## config.mk

```make
export PLATFORM = sky130hd
export DESIGN_NAME = idsr_regs
export DESIGN_NICKNAME = d
export VERILOG_FILES = /design/src/hdl/idsr_pkg.sv /design/src/hdl/idsr_addr_step.sv /design/src/hdl/idsr_regs.sv /design/src/hdl/idsr_sync2.sv
export VERILOG_INCLUDE_DIRS = /design/src /design/src/hdl
export SDC_FILE = /design/constraint.sdc
export NUM_CORES = 1
export LEC_CHECK = 0
export ABC_AREA = 1
export BUFFER_PORTS_ARGS = -buffer_cell sky130_fd_sc_hd__buf_4
export CELL_PAD_IN_SITES_DETAIL_PLACEMENT = 1
export CELL_PAD_IN_SITES_GLOBAL_PLACEMENT = 2
export CORE_MARGIN = 2
export CORE_UTILIZATION = 37
export CTS_CLUSTER_DIAMETER = 40
export DETAILED_ROUTE_END_ITERATION = 16
export GPL_TIMING_DRIVEN = 0
export PLACE_DENSITY = 0.92
export SLEW_MARGIN = 40
export SYNTH_ARGS = -nofsm -noshare
export SYNTH_HDL_FRONTEND = slang
export SYNTH_SLANG_ARGS = --single-unit
```

## constraint.sdc

```tcl
create_clock -name mclk -period 8.3 [get_ports mclk]
set_input_delay 1.66 -clock mclk [delete_from_list [all_inputs] [get_ports mclk]]
set_output_delay 1.66 -clock mclk [all_outputs]
set_load 0.01 [all_outputs]
```

## src/hdl/idsr_map.svh

```systemverilog
// Register offsets, field positions, reset values and counts for the id and SYSREF control bank
`ifndef IDSR_MAP_SVH
`define IDSR_MAP_SVH

`define IDSR_ADDR_W 15
`define IDSR_ADDR_CONFIG_A 15'h0000
`define IDSR_ADDR_FAMILY_LO 15'h0004
`define IDSR_ADDR_FAMILY_HI 15'h0005
`define IDSR_ADDR_MAKER_LO 15'h000C
`define IDSR_ADDR_MAKER_HI 15'h000D
`define IDSR_ADDR_USER_CFG 15'h0010
`define IDSR_ADDR_CTRL0 15'h0029
`define IDSR_ADDR_CTRL1 15'h002A

`define IDSR_SOFT_RESET_BIT 7
`define IDSR_ASCEND_BIT 5
`define IDSR_SDO_ACTIVE_BIT 4
`define IDSR_FREEZE_BIT 0
`define IDSR_PROC_EN_BIT 6
`define IDSR_RECV_EN_BIT 5
`define IDSR_ZOOM_BIT 4
`define IDSR_SEL_HI 3
`define IDSR_SEL_LO 0

`define IDSR_CONFIG_A_RESET 8'h30
`define IDSR_USER_CFG_RESET 8'h00
`define IDSR_CTRL0_RESET 8'h00
`define IDSR_CTRL1_RESET 8'h00

`define IDSR_INSTR_LAST 4'hF
`define IDSR_BYTE_LAST 4'h7

`endif

```

## src/hdl/idsr_pkg.sv

```systemverilog
// Types shared by the id and SYSREF control bank
package idsr_pkg;

  typedef enum logic [1:0] {
    IDSR_IDLE,
    IDSR_INSTR,
    IDSR_DATA
  } idsr_phase_e;

  typedef struct packed {
    logic meta;
    logic stable;
  } idsr_sync_s;

  typedef struct packed {
    idsr_phase_e phase;
    logic sclkPrev;
    logic [3:0] bitCnt;
    logic [14:0] instr;
    logic isRead;
    logic [14:0] addr;
    logic [6:0] rxByte;
    logic [7:0] txShift;
    logic sdo;
    logic sdoEn;
    logic [7:0] configA;
    logic [7:0] userCfg;
    logic [7:0] ctrl0;
    logic [7:0] ctrl1;
  } idsr_state_s;

endpackage

```

## src/hdl/idsr_addr_step.sv

```systemverilog
// Next streaming address from the freeze and direction bits
`timescale 1ns/1ps
module idsr_addr_step #(
  parameter int AW = 15
) (
  input logic [AW-1:0] addr,
  input logic freeze,
  input logic ascend,
  output logic [AW-1:0] nextAddr
);
  always_comb begin
    if (freeze) begin
      nextAddr = addr; // [RULE4]
    end else if (ascend) begin
      nextAddr = addr + AW'(1); // [RULE3] [RULE13]
    end else begin
      nextAddr = addr - AW'(1); // [RULE3] [RULE13]
    end
  end
endmodule

```

## src/hdl/idsr_regs.sv

```systemverilog
// Serial port register slave: identification and SYSREF capture control
`timescale 1ns/1ps
`include "idsr_map.svh"
// Summary of operation
// RULE1 - Family id register at 0x4 is 16-bit read-only with fixed code
// RULE2 - Maker id register at 0xC is 16-bit read-only with fixed code
// RULE3 - Freeze bit clear (reset) lets streaming step address per direction bit
// RULE4 - Freeze bit set holds the address for every streamed byte
// RULE5 - Control bit 5 enables SYSREF receiver; off after reset
// RULE6 - Control bit 6 enables SYSREF processor; off after reset
// RULE7 - Host enables receiver before or with processor
// RULE8 - Control bit 4 selects finer SYSREF windowing delay steps
// RULE9 - Bits 3:0 choose SYSREF capture delay, set from capture position
// RULE10 - Host keeps delay choice zero when automatic calibration is used
// RULE11 - Capture control register at 0x29 resets to 0x00
// RULE12 - User config register at 0x10 resets to 0x00
// RULE13 - Direction bit one (reset) increments, zero decrements streaming address
module idsr_regs #(
  parameter logic [15:0] FAMILY_CODE = 16'h5A3C, // Arbitrary value
  parameter logic [15:0] MAKER_CODE = 16'h1E2D // Arbitrary value
) (
  input logic mclk,
  input logic reset_n,
  input logic sclkPin,
  input logic chipSelectN,
  input logic sdiPin,
  output logic sdoPin,
  output logic sdoEnable,
  output logic sysrefReceiverEnable,
  output logic sysrefProcessorEnable,
  output logic sysrefFineWindow,
  output logic [3:0] sysrefDelayChoice,
  output logic [7:0] clockControlSecond
);
  localparam idsr_pkg::idsr_state_s RESET_STATE = '{
    phase: idsr_pkg::IDSR_IDLE,
    sclkPrev: 1'b0,
    bitCnt: 4'h0,
    instr: 15'h0000,
    isRead: 1'b0,
    addr: 15'h0000,
    rxByte: 7'h00,
    txShift: 8'h00,
    sdo: 1'b0,
    sdoEn: 1'b0,
    configA: `IDSR_CONFIG_A_RESET,
    userCfg: `IDSR_USER_CFG_RESET,
    ctrl0: `IDSR_CTRL0_RESET,
    ctrl1: `IDSR_CTRL1_RESET
  };

  idsr_pkg::idsr_state_s state_q, state_d;

  logic sclkSync;
  logic chipSelectSyncN;
  logic sdiSync;
  logic selected;
  logic sclkRise;
  logic sclkFall;
  logic instrDone;
  logic byteDone;
  logic wrByte;
  logic loadRead;
  logic [15:0] instrFull;
  logic [7:0] rxFull;
  logic [14:0] stepAddr;
  logic [14:0] loadAddr;

  // Pins are asynchronous to mclk; equal latency keeps data aligned with clock
  idsr_sync2 #(.RESET_VAL(1'b0)) uSyncSclk (
    .mclk(mclk),
    .reset_n(reset_n),
    .din(sclkPin),
    .dout(sclkSync)
  );

  idsr_sync2 #(.RESET_VAL(1'b1)) uSyncCs (
    .mclk(mclk),
    .reset_n(reset_n),
    .din(chipSelectN),
    .dout(chipSelectSyncN)
  );

  idsr_sync2 #(.RESET_VAL(1'b0)) uSyncSdi (
    .mclk(mclk),
    .reset_n(reset_n),
    .din(sdiPin),
    .dout(sdiSync)
  );

  idsr_addr_step #(.AW(`IDSR_ADDR_W)) uStep (
    .addr(state_q.addr),
    .freeze(state_q.userCfg[`IDSR_FREEZE_BIT]),
    .ascend(state_q.configA[`IDSR_ASCEND_BIT]),
    .nextAddr(stepAddr)
  );

  assign selected = ~chipSelectSyncN;
  assign sclkRise = sclkSync & ~state_q.sclkPrev;
  assign sclkFall = ~sclkSync & state_q.sclkPrev;
  assign instrFull = {state_q.instr, sdiSync};
  assign rxFull = {state_q.rxByte, sdiSync};
  assign instrDone = selected && (state_q.phase == idsr_pkg::IDSR_INSTR) && sclkRise
    && (state_q.bitCnt == `IDSR_INSTR_LAST);
  assign byteDone = selected && (state_q.phase == idsr_pkg::IDSR_DATA) && sclkRise
    && (state_q.bitCnt == `IDSR_BYTE_LAST);
  assign wrByte = byteDone && !state_q.isRead;
  assign loadAddr = instrDone ? instrFull[14:0] : stepAddr;
  assign loadRead = instrDone ? instrFull[15] : (byteDone && state_q.isRead);

  // Unmapped addresses read as zero
  function automatic logic [7:0] readByteOf(
    input logic [14:0] a,
    input idsr_pkg::idsr_state_s s
  );
    logic [7:0] r;
    r = 8'h00;
    case (a)
      `IDSR_ADDR_CONFIG_A: begin
        r = s.configA;
        r[`IDSR_SOFT_RESET_BIT] = 1'b0;
        r[`IDSR_SDO_ACTIVE_BIT] = 1'b1;
      end
      `IDSR_ADDR_FAMILY_LO: r = FAMILY_CODE[7:0]; // [RULE1]
      `IDSR_ADDR_FAMILY_HI: r = FAMILY_CODE[15:8]; // [RULE1]
      `IDSR_ADDR_MAKER_LO: r = MAKER_CODE[7:0]; // [RULE2]
      `IDSR_ADDR_MAKER_HI: r = MAKER_CODE[15:8]; // [RULE2]
      `IDSR_ADDR_USER_CFG: r = s.userCfg;
      `IDSR_ADDR_CTRL0: r = s.ctrl0;
      `IDSR_ADDR_CTRL1: r = s.ctrl1;
      default: r = 8'h00;
    endcase
    return r;
  endfunction

  always_comb begin
    state_d = state_q;
    state_d.sclkPrev = sclkSync;
    if (!selected) begin
      state_d.phase = idsr_pkg::IDSR_IDLE;
      state_d.bitCnt = 4'h0;
      state_d.sdoEn = 1'b0;
      state_d.sdo = 1'b0;
    end else begin
      case (state_q.phase)
        idsr_pkg::IDSR_IDLE: begin
          // Edges in the select cycle are not taken; host needs setup time
          state_d.phase = idsr_pkg::IDSR_INSTR;
          state_d.bitCnt = 4'h0;
        end
        idsr_pkg::IDSR_INSTR: begin
          if (sclkRise) begin
            state_d.instr = instrFull[14:0];
            state_d.bitCnt = state_q.bitCnt + 4'h1;
            if (instrDone) begin
              state_d.phase = idsr_pkg::IDSR_DATA;
              state_d.bitCnt = 4'h0;
              state_d.isRead = instrFull[15];
              state_d.addr = instrFull[14:0];
              state_d.sdoEn = instrFull[15];
            end
          end
        end
        idsr_pkg::IDSR_DATA: begin
          if (sclkRise) begin
            state_d.rxByte = rxFull[6:0];
            state_d.bitCnt = state_q.bitCnt + 4'h1;
            if (byteDone) begin
              state_d.bitCnt = 4'h0;
              state_d.addr = stepAddr; // [RULE3] [RULE4] [RULE13]
            end
          end else if (sclkFall && state_q.isRead) begin
            // Shift on the falling edge so the host samples on the rising one
            state_d.sdo = state_q.txShift[7];
            state_d.txShift = {state_q.txShift[6:0], 1'b0};
          end
        end
        default: begin
          state_d.phase = idsr_pkg::IDSR_IDLE;
        end
      endcase
    end
    if (loadRead) begin
      state_d.txShift = readByteOf(loadAddr, state_q);
    end
    if (wrByte) begin
      case (state_q.addr)
        `IDSR_ADDR_CONFIG_A: begin
          if (rxFull[`IDSR_SOFT_RESET_BIT]) begin
            // Self-clearing: bank returns to reset values, frame carries on
            state_d.configA = `IDSR_CONFIG_A_RESET;
            state_d.userCfg = `IDSR_USER_CFG_RESET;
            state_d.ctrl0 = `IDSR_CTRL0_RESET;
            state_d.ctrl1 = `IDSR_CTRL1_RESET;
          end else begin
            state_d.configA = rxFull;
          end
        end
        `IDSR_ADDR_USER_CFG: state_d.userCfg = rxFull; // [RULE4]
        `IDSR_ADDR_CTRL0: state_d.ctrl0 = rxFull; // [RULE5] [RULE6] [RULE8] [RULE9]
        `IDSR_ADDR_CTRL1: state_d.ctrl1 = rxFull;
        default: state_d.ctrl1 = state_d.ctrl1;
      endcase
    end
  end

  always_ff @(posedge mclk) begin
    if (!reset_n) begin
      state_q <= RESET_STATE; // [RULE11] [RULE12]
    end else begin
      state_q <= state_d;
    end
  end

  assign sdoPin = state_q.sdo;
  assign sdoEnable = state_q.sdoEn;
  // Ordering of receiver and processor enables is left to the host
  assign sysrefReceiverEnable = state_q.ctrl0[`IDSR_RECV_EN_BIT]; // [RULE5] [RULE7]
  assign sysrefProcessorEnable = state_q.ctrl0[`IDSR_PROC_EN_BIT]; // [RULE6]
  assign sysrefFineWindow = state_q.ctrl0[`IDSR_ZOOM_BIT]; // [RULE8]
  assign sysrefDelayChoice = state_q.ctrl0[`IDSR_SEL_HI:`IDSR_SEL_LO]; // [RULE9] [RULE10]
  assign clockControlSecond = state_q.ctrl1;

  family_id_read_a: assert property ( // [RULE1]
    @(posedge mclk) disable iff (!reset_n)
    (loadRead && loadAddr == `IDSR_ADDR_FAMILY_LO)
    |=> (state_q.txShift == FAMILY_CODE[7:0])
  ) else $error("family id low byte not loaded");

  maker_id_read_a: assert property ( // [RULE2]
    @(posedge mclk) disable iff (!reset_n)
    (loadRead && loadAddr == `IDSR_ADDR_MAKER_HI)
    |=> (state_q.txShift == MAKER_CODE[15:8])
  ) else $error("maker id high byte not loaded");

  addr_ascend_a: assert property ( // [RULE3]
    @(posedge mclk) disable iff (!reset_n)
    (byteDone && !state_q.userCfg[`IDSR_FREEZE_BIT] && state_q.configA[`IDSR_ASCEND_BIT])
    |=> (state_q.addr == $past(state_q.addr) + 15'h0001)
  ) else $error("streaming address did not increment");

  addr_descend_a: assert property ( // [RULE13]
    @(posedge mclk) disable iff (!reset_n)
    (byteDone && !state_q.userCfg[`IDSR_FREEZE_BIT] && !state_q.configA[`IDSR_ASCEND_BIT])
    |=> (state_q.addr == $past(state_q.addr) - 15'h0001)
  ) else $error("streaming address did not decrement");

  addr_freeze_a: assert property ( // [RULE4]
    @(posedge mclk) disable iff (!reset_n)
    (byteDone && state_q.userCfg[`IDSR_FREEZE_BIT])
    |=> $stable(state_q.addr)
  ) else $error("frozen address moved");

  recv_enable_a: assert property ( // [RULE5]
    @(posedge mclk) disable iff (!reset_n)
    (wrByte && state_q.addr == `IDSR_ADDR_CTRL0)
    |=> (sysrefReceiverEnable == $past(rxFull[5]))
  ) else $error("receiver enable not taken from write");

  proc_enable_a: assert property ( // [RULE6]
    @(posedge mclk) disable iff (!reset_n)
    (wrByte && state_q.addr == `IDSR_ADDR_CTRL0)
    |=> (sysrefProcessorEnable == $past(rxFull[6]))
  ) else $error("processor enable not taken from write");

  window_delay_a: assert property ( // [RULE8] [RULE9]
    @(posedge mclk) disable iff (!reset_n)
    (wrByte && state_q.addr == `IDSR_ADDR_CTRL0)
    |=> (sysrefFineWindow == $past(rxFull[4]) && sysrefDelayChoice == $past(rxFull[3:0]))
  ) else $error("zoom or delay choice not taken from write");

  ctrl_reset_a: assert property ( // [RULE11]
    @(posedge mclk) disable iff (!reset_n)
    $rose(reset_n) |-> (state_q.ctrl0 == 8'h00 && !sysrefReceiverEnable
      && !sysrefProcessorEnable && sysrefDelayChoice == 4'h0)
  ) else $error("capture control not zero after reset");

  user_reset_a: assert property ( // [RULE12]
    @(posedge mclk) disable iff (!reset_n)
    $rose(reset_n) |-> (state_q.userCfg == 8'h00 && state_q.configA == 8'h30)
  ) else $error("user config not at reset value");
endmodule

```

## src/hdl/idsr_sync2.sv

```systemverilog
// Two-stage synchroniser for one serial port pin
`timescale 1ns/1ps
module idsr_sync2 #(
  parameter logic RESET_VAL = 1'b0
) (
  input logic mclk,
  input logic reset_n,
  input logic din,
  output logic dout
);
  idsr_pkg::idsr_sync_s sync_q, sync_d;

  always_comb begin
    sync_d = sync_q;
    sync_d.meta = din;
    sync_d.stable = sync_q.meta;
  end

  always_ff @(posedge mclk) begin
    if (!reset_n) begin
      sync_q <= '{meta: RESET_VAL, stable: RESET_VAL};
    end else begin
      sync_q <= sync_d;
    end
  end

  assign dout = sync_q.stable;
endmodule

```

* Yosys cells after proc, flatten, opt, wreduce, memory -nomap -nowiden *
Cells that the tools add are included.
Widths: inputs -> output; s select.

word-level totals
  word-level logic and storage cells = 113
  bits in registers = 92
  output and inout port bits = 17
  input port bits = 5

operators by class
  add/subtract/negate cells = 3
  equal/unequal tests = 21
  muxes and demuxes = 27
  bitwise operators = 8
  reduce and logical (&&, ||, !) cells = 34

operators by type and width
  kind                   count
  $pmux 8 s8             1
  $eq 15x6->1 const B    4
  $mux 15                4
  $pmux 8 s2             3
  $mux 35                1
  $eq 15x3->1 const B    2
  $eq 15x4->1 const B    2
  $eq 15x5->1 const B    2
  $logic_not 15->1       2
  $pmux 15 s2            1
  $mux 9                 3
  $reduce_and 3->1       9
  $mux 24                1
  $mux 22                1
  $mux 16                1
  $mux 8                 2
  $add 15x1->15 const B  1
  $sub 15x1->15 const B  1
  $mux 4                 3
  $ne 2x2->1 const B     6
  $pmux 4 s3             1
  $reduce_bool 2->1      6
  $logic_and 1x1->1      9
  $reduce_and 4->1       2
  18 further kinds       25

* Logic depth before layout (Yosys ltp) *
Gate-level depths: netlist of run 1.

  word-level depth = 8
  mapped depth = 22
  depth with buffers taken out = 21

* By module *
Synthesis of run 1 repeated with hierarchy kept, for this count alone.

second synthesis, totals
  cells, all modules = 895
  area total of the unflattened synthesis = 5929.4 µm²

by module, submodules not included
  module          cells each  area an instance (µm²)  sequential area each (µm²)  times used
  idsr_regs       666         4722.0                  1701.6                      1
  idsr_addr_step  211         1042.2                  0.0                         1
  idsr_sync2      6           55.1                    40.0                        3

* Worst setup path after synthesis of run 1 *
No wires, ideal clock.

  path kind = register -> register
  start point = register state_q[29] (netlist bit)
  end point = register state_q[38] (netlist bit)
  stages on the path, launching flop included = 21
  data required time = 8234 ps
  arrival time = 2613 ps
  period minus slack after synthesis = 2679 ps
  library setup time = 66 ps
  path slack = 5621 ps
  path buffers = 1
  cells stage by stage = dfxtp_1 inv_1 ha_1 or2_1 nand3_1 nand2_1 nand2_1 nand2_1 nand2_1 nand3_1 nand2_1 nand2_1 nor2_1 nor2_2 nor2_4 buf_4 nand3_1 and2_1 nand2_1 nand2_1 a21oi_2

between the ends
  word-level cells in the longest chain between the ends = 6
  elaborated cells on any way between the ends = 13
  classes of those cells = 7 x eq/ne; 5 x mux; 1 x reduce/logical

RTL lines
  element                              RTL line              RTL
  start: declaration                   idsr_regs.sv:52       idsr_pkg::idsr_state_s state_q, state_d;
  start signal: assignment             idsr_regs.sv:211      state_q <= state_d;
  $mux 15 *                            idsr_addr_step.sv:14  end else if (ascend) begin
  $mux 15 *                            idsr_addr_step.sv:12  if (freeze) begin
  $mux 15 *                            idsr_regs.sv:108      assign loadAddr = instrDone ? instrFull[14:0] : stepAddr;
  $eq 15x6->1 (tied with other cells)  idsr_regs.sv:118      case (a)
  $pmux 8 s8 *                         idsr_regs.sv:118
  $mux 8 *                             idsr_regs.sv:183      if (loadRead) begin

Every way passes the cells marked *; elsewhere a longest branch is shown, timed or not.
A chain may end at the register's enable or synchronous reset.

* Worst setup path after layout of run 1 *
  start point = register state_q[29] (netlist bit)
  end point = register state_q[40] (netlist bit)

Same word-level chain as after synthesis.

==> reports/results.ini, run 1 <==
[die]
core_area_um2 = 14600
die_h_um = 127
rows = 44
dieArea_um2 = 16100
initial_utilization_pct = 38.0
ioPinCount = 22
fp.dieW_um = 127

[power_and_ir_drop]
p_per_area_nw_per_um2 = 153
power_mw = 0.962
power.leakage_nw = 2.72
irDropWorstVdd_v = 0.000125

[yosys]
synth.avg_cell_area_um2 = 6.49
yosys-top-cells-area = dfxtp_1, nand2_1, nand3_1
ys.warnings.count = 0
ys_top_cells_by_count = nand2_1, dfxtp_1, nand3_1
async_flop_share_pct = 0
synth.distinct_cells = 45
synth-seq-cells = 91
dominantRegCellSynth = dfxtp_1
syn_nets = 882
synth_edf_count = 0
post-synth-top-count-cell = nand2_1
synth_area_leader_cell = dfxtp_1
synth_area_um2 = 5570
syn_inst = 858
synth_top_area_share_pct = 32.7
synth-seq-area-share_pct = 32.7

[clocking]
path_clk_slew_ns = 0.07
htreeDepth = 3
clockBufferDepth = 2
post-cts-setup-buffers = 0
cts.sinks = 91
cts_hold_buf = 0
clk_latency_ns = 0.36
cts_tree = done
cts_made_buffers = 9
cts_resized = 0
root_buffer = clkbuf_16

[layout]
stdcell_count = 1079
areaGrowthSynthToFinish_pct = 12.9
finalNetCount = 914
multi_input_comb_area_um2 = 3190
num_antenna_cells = 0
postLayoutCoreUtil_pct = 43.0
final_area_um2 = 6290
ff_latch_area_um2 = 1820
drive_gt1_share_pct = 10.5
fillers = 1926

[routing]
vias = 5804
drt_pass1_iterations = 4
vias_per_cell = 5.38
wire_per_inst_um = 16.9
final_antenna_net_count = 0
drt_wl_total_mm = 18.2
drc = 0
dr.first_iter.drc_count = 278

[worst_setup_path]
r2r-end = state_q[40]
critical_path.startpoint = state_q[29]
crit_arrival_ns = 3.97
worstSetupPathType = reg2reg
crit_path_end = state_q[40]
r2r_setup_slack_ns = 4.63
r2r_cells = 16
timing.rr.start = state_q[29]
cp-end-kind = flip-flop
critPathMaxFanout = 15
crit_required_ns = 8.59
start_kind = flip-flop

[timing]
fin_skew_ns = 0.00969
fin_crit_ns = 3.67
worst_slack_ns = 4.63
slew_headroom_pct = 47.6
fin_crit_sh_pct = 44.2
finalSetupTns_ns = 0
grt_setup_unrepaired = no
setup_viol = 0
holdWs_ns = 0.416
max_slew.worst_pin.slew_ns = 0.782
max_freq_ghz = 0.272
finalHoldViolations = 0
slew_viol_final = 0

[global_routing]
grt_usage_pct = 23.6
gr-total-overflow = 0
grt_pass1_vias = 5992
grt_pass1_wl_mm = 30.3
antenna_found_initial = 0
grt_max_degree = 18

[place]
gp_congestion = 0.875
dpl_cell_area_um2 = 5960
port_buffers = 21
place_worst_setup_slack_ns = 4.67
dpl.cell_count = 1063
hpwl_mm = 14.2

[run]
drv_cap = 0

[min_path]
whs_path_depth = 1
holdCritPathClass = reg2reg

[outcome]
outcome = completed

## registers in the layout, summed over array words and instances (netlist names)
signal,flops
sysrefFineWindow,1
uSyncSclk.dout,1
uSyncSdi.dout,1
sysrefReceiverEnable,1
sdoPin,1
sysrefDelayChoice,4
uSyncSclk.sync_d,1
instrFull,15
uSyncSdi.sync_d,1
uSyncCs.dout,1
sdoEnable,1
rxFull,7
uSyncCs.sync_d,1
sysrefProcessorEnable,1
clockControlSecond,8
state_q,46
## worst max-delay path, cell delays in order, from the launching register on
cell,delay [ns]
dfxtp_1,0.46
inv_1,0.35
ha_1,0.48
a21oi_1,0.20
nand2_1,0.12
nand2_1,0.10
nand2_1,0.05
nand2_1,0.07
nand3_1,0.10
o21ai_0,0.18
nand3_1,0.18
o21ai_1,0.52
nand3_1,0.27
o21a_1,0.24
nand3_1,0.10
nand2_1,0.07
a21oi_1,0.12
## worst min path at each step
stage | startpoint | end | slack (ns)
finish | uSyncCs.sync_d[0] | uSyncCs.dout | 0.42
global route | uSyncCs.sync_d[0] | uSyncCs.dout | 0.42
CTS | uSyncCs.sync_d[0] | uSyncCs.dout | 0.42
detailed placement | uSyncSclk.sync_d[0] | uSyncSclk.dout | 0.40
global placement | uSyncCs.sync_d[0] | uSyncCs.dout | 0.39
floorplan | uSyncSclk.sync_d[0] | uSyncSclk.dout | 0.39
## kinds of logic after synthesis
family / synth area share, %
and+or+nand+nor: 35.3
AOI/OAI and AO/OA: 17.2
buffers and inverters: 9.99
DFF: 32.7
adders and majority gates: 4.40
xor gates and xnor gates: 0.472
## layout make-up
| class | count | area share, % |
|---|---|---|
| multi-input cells | 638 | 50.8 |
| repair buffers | 21 | 2.51 |
| inverters | 94 | 5.61 |
| clock inverters | 7 | 1.69 |
| plain buffers | 35 | 3.24 |
| well taps | 184 | 3.66 |
| clock buffers | 9 | 3.58 |
| flip-flops and latches | 91 | 29.0 |
## placed cells by master, fill, tap and decap left out, drive strengths merged
| master | Yosys | routed |
|---|---|---|
| nand2 | 225 | 225 |
| inv | 91 | 95 |
| nand3 | 91 | 91 |
| dfxtp | 91 | 91 |
| a21oi | 91 | 91 |
| nor2 | 87 | 87 |
| o21ai | 62 | 62 |
| buf | 18 | 39 |
| clkbuf | 17 | 26 |
| ha | 18 | 18 |
| nor3 | 11 | 11 |
| or2 | 9 | 9 |
| nand4 | 7 | 7 |
| a31oi | 6 | 6 |
| a211oi | 6 | 6 |
| o211ai | 5 | 5 |
| clkinv | 3 | 4 |
| nor4 | 4 | 4 |
| nand3b | 3 | 3 |
| and2 | 3 | 3 |
| xnor2 | 2 | 2 |
| bufinv | 0 | 2 |
| xor2 | 1 | 1 |
| or4 | 1 | 1 |
| o21bai | 1 | 1 |
| a41oi | 1 | 1 |
| a211o | 1 | 1 |
| a2111oi | 1 | 1 |
| o21a | 1 | 1 |
| fa | 1 | 1 |
## report_power, final
| part | internal [mW] | total (mW) | leakage [nW] | switching (mW) |
|---|---|---|---|---|
| logic | 0.0149 | 0.0558 | 1.83 | 0.0410 |
| clock network | 0.270 | 0.464 | 0.163 | 0.194 |
| registers | 0.440 | 0.442 | 0.735 | 0.00290 |
| total | 0.724 | 0.962 | 2.72 | 0.238 |
## per-layer routing
| metal | up-vias | wire, um | track usage (%) | part of all wire (%) |
|---|---|---|---|---|
| met1 | 2793 | 8700 | 31.5 | 48 |
| met2 | 111 | 8510 | 39.0 | 47 |
| met3 | 28 | 596 | 3.50 | 3.3 |
| li1 | 2872 | - | - | - |
| met5 | - | 0 | 0 | 0 |
| met4 | 0 | 388 | 8.27 | 2.1 |
Note: power is estimated with default switching activity, not from simulation.
==> run 2, diff against run 1 <==
--- a/config.mk
+++ b/config.mk
@@ -11,11 +11,11 @@
 export CELL_PAD_IN_SITES_DETAIL_PLACEMENT = 1
 export CELL_PAD_IN_SITES_GLOBAL_PLACEMENT = 2
 export CORE_MARGIN = 2
-export CORE_UTILIZATION = 37
+export CORE_UTILIZATION = 35
 export CTS_CLUSTER_DIAMETER = 40
 export DETAILED_ROUTE_END_ITERATION = 16
 export GPL_TIMING_DRIVEN = 0
-export PLACE_DENSITY = 0.92
+export PLACE_DENSITY = 0.88
 export SLEW_MARGIN = 40
 export SYNTH_ARGS = -nofsm -noshare
 export SYNTH_HDL_FRONTEND = slang
==> constraint.sdc (replaced) <==
create_clock -name mclk -period 3.5 [get_ports mclk]
set_input_delay 0.7 -clock mclk [delete_from_list [all_inputs] [get_ports mclk]]
set_output_delay 0.7 -clock mclk [all_outputs]
set_load 0.01 [all_outputs]
==> run 2 against run 1 <==
Final cell count up 3.7%. Design area increased by 3.9%. Wire length down 1.8%. Sequential power increased by 140%. Combinational power grew to 2.7 times the previous value. Register-to-register slack got worse by 4.4 ns. Worst setup slack worse by 4.4 ns. First-iteration DRC count up 26%. Non-clock buffer count up 9. Hold slack gained 0.0028 ns. Critical path depth increased by 7. Via count down 2.4%. Critical path type unchanged.
==> reports/results.ini, run 2 (same netlist as run 1, synthesis figures left out) <==
[worst_setup_path]
critical_path.startpoint = state_q[29]
cp_top_family = simple AND/OR/NAND/NOR gates
path_cells = clkinvlp_4, buf_12, buf_4, ha_2, nand2_1, nor2_1, and2_1, nand2_1, nand3_1, nand3_1, nand2_2, nand2_1, nor2_2, nor2_2, nor2_4, buf_4, buf_4, o21ai_1, nand2_1, nor2_2, nor2_4, nand2_1, a21oi_2
max_stage_delay_ns = 0.40  ; -0.12 ns
crit_buf_inv = 5  ; +4
crit_path_frequent_cell = nand2_1
crit_required_ns = 3.78  ; -4.81 ns
worstSetupPathType = reg2reg
start_kind = flip-flop
timing.rr.start = state_q[29]
critPathMaxFanout = 12  ; -3
cp_slowest_cell = dfxtp_4
crit_arrival_ns = 3.57  ; -0.40 ns
cp-end-kind = flip-flop

[place]
gp_congestion = 0.832  ; -4.9%
hpwl_mm = 13.7  ; -3.7%
port_buffers = 21  ; unchanged
place_worst_setup_slack_ns = -0.214  ; -4.88 ns

[routing]
dr.first_iter.drc_count = 350  ; +26%
vias = 5664  ; -2.4%
drt_wl_total_mm = 17.9  ; -1.8%
final_antenna_net_count = 0  ; unchanged
drt_pass1_iterations = 5  ; +1
vias_per_cell = 5.06  ; -5.9%
wire_per_inst_um = 16.0  ; -5.3%
drc = 0  ; unchanged

[layout]
areaGrowthSynthToFinish_pct = 17.4
drive_gt1_share_pct = 14.4  ; +3.9 points
finalNetCount = 923  ; +0.98%
ff_latch_area_um2 = 1830  ; +0.21%
final_common_cell = nand2_1
num_antenna_cells = 0  ; unchanged
regMostFlops = state_q
fillers = 2074  ; +7.7%
largest_register_ffs = 46  ; unchanged
multi_input_comb_area_um2 = 3300  ; +3.5%
mostFrequentLayoutCells = nand2_1, nand3_1, dfxtp_1

[global_routing]
grt_usage_pct = 21.8  ; -1.8 points
grt_pass1_wl_mm = 28.7  ; -5.2%
grt_pass1_vias = 5423  ; -9.5%
antenna_found_initial = 0  ; unchanged
grt_max_degree = 15  ; -3
gr-total-overflow = 0  ; unchanged

[power_and_ir_drop]
power.leakage_nw = 2.77  ; +1.8%
p_per_area_nw_per_um2 = 353  ; +130%
irDropWorstVdd_v = 0.000327  ; +160%

[min_path]
hp-start = uSyncSdi.sync_d[0]
holdCritPathClass = reg2reg

[die]
initial_utilization_pct = 35.5  ; -2.6 points
rows = 46  ; +4.5%
die_h_um = 130  ; +2.7%
dieArea_um2 = 16900  ; +5.5%
ioPinCount = 22  ; unchanged
core_area_um2 = 15700  ; +7.3%
fp.dieW_um = 130  ; +2.7%

[clocking]
cts_made_buffers = 9  ; unchanged
clk_latency_ns = 0.35  ; about the same
cts_tree = done
path_clk_slew_ns = 0.06  ; about the same
cts.sinks = 91  ; unchanged
cts_hold_buf = 0  ; unchanged
root_buffer = clkbuf_16
clockBufferDepth = 2  ; unchanged
htreeDepth = 3  ; unchanged

[timing]
setup_viol = 0  ; unchanged
fin_skew_ns = 0.00993  ; +0.000238 ns
max_slew.worst_pin.slew_ns = 0.730  ; -0.0518 ns
fin_crit_ns = 3.29  ; -0.382 ns
max_freq_ghz = 0.304  ; +12%
fin_crit_sh_pct = 94.0  ; +50 points
finalSetupTns_ns = 0  ; unchanged
slew_headroom_pct = 51.1  ; +3.5 points
slew_viol_final = 0  ; unchanged
worst_slack_ns = 0.210  ; -4.42 ns
finalHoldViolations = 0  ; unchanged

[run]
drv_cap = 0  ; unchanged

[outcome]
outcome = completed

[run 2: changes by cell type in the layout (fill, tap and decap cells not counted), moves of 4 or more]
cell / before / now
nand2_1: 222 / 215
nand2_2: 2 / 9
nor2_1: 74 / 67
buf_4: 36 / 42
ha_1: 18 / 12
nor2_2: 8 / 14
ha_2: 0 / 4
[run 2: cell type report]
| cell class | count | share of cell area, % |
|---|---|---|
| well taps | 216 | 4.13 |
| multi-input cells | 638 | 50.5 |
| inverters | 94 | 5.45 |
| repair buffers | 30 | 3.64 |
| clock inverters | 5 | 1.57 |
| plain buffers | 35 | 3.25 |
| clock buffers | 10 | 3.50 |
| flip-flops and latches | 91 | 27.9 |
[run 2: path summary, 6_finish.rpt]
| kind | slack, ns | endpoint | cells past startpoint |
|---|---|---|---|
| worst min register to register | 0.42 | uSyncSdi.dout | 2 |
| worst max register to register | 0.21 | state_q[38] | 23 |
| worst max-delay path | 0.21 | state_q[38] | 23 |
| worst min-delay path | 0.42 | uSyncSdi.dout | 2 |
[run 2: repair_timing]
item / CTS / global route
setup endpoints to repair: 8 / 43
gates resized for setup: 3 / 36
buffers inserted: 3 / 6
pin swaps: 0 / 6
[run 2: through the flow]
step / hold WS [ns] / utilization, % / area (um2) / total power, mW / instances
3_5_place_dp: 0.403 / 38.2 / 6000 / 1.20 / 1095
2_1_floorplan: 0.390 / - / 5570 / 1.16 / 858
5_1_grt: 0.440 / 41.6 / 6540 / 2.38 / 1119
4_1_cts: 0.424 / 40.6 / 6370 / 2.31 / 1113
6_report: 0.419 / 41.6 / 6540 / 2.31 / 1119
3_3_place_gp: 0.392 / 38.2 / 6000 / 1.20 / 1095
[run 2: power breakdown]
group          switching, mW  leakage [nW]  total [mW]  internal, mW
registers            0.00731         0.735        1.05          1.04
clock network          0.416         0.159        1.11         0.693
logic                  0.100          1.88       0.151        0.0509
total                  0.523          2.77        2.31          1.79
[run 2: layer usage]
| metal | global-route usage [%] | vias to the layer above | share of wire [%] |
|---|---|---|---|
| met4 | 5.82 | 0 | 1.3 |
| met2 | 33.6 | 66 | 45 |
| met5 | 0 | - | 0 |
| met1 | 31.8 | 2678 | 51 |
| li1 | - | 2901 | - |
| met3 | 2.99 | 19 | 2.8 |
[run 2: tightest hold or removal path, stage by stage, from the launching register on]
cell,delay (ns)
dfxtp_1,0.31
nand2_1,0.05
inv_1,0.04
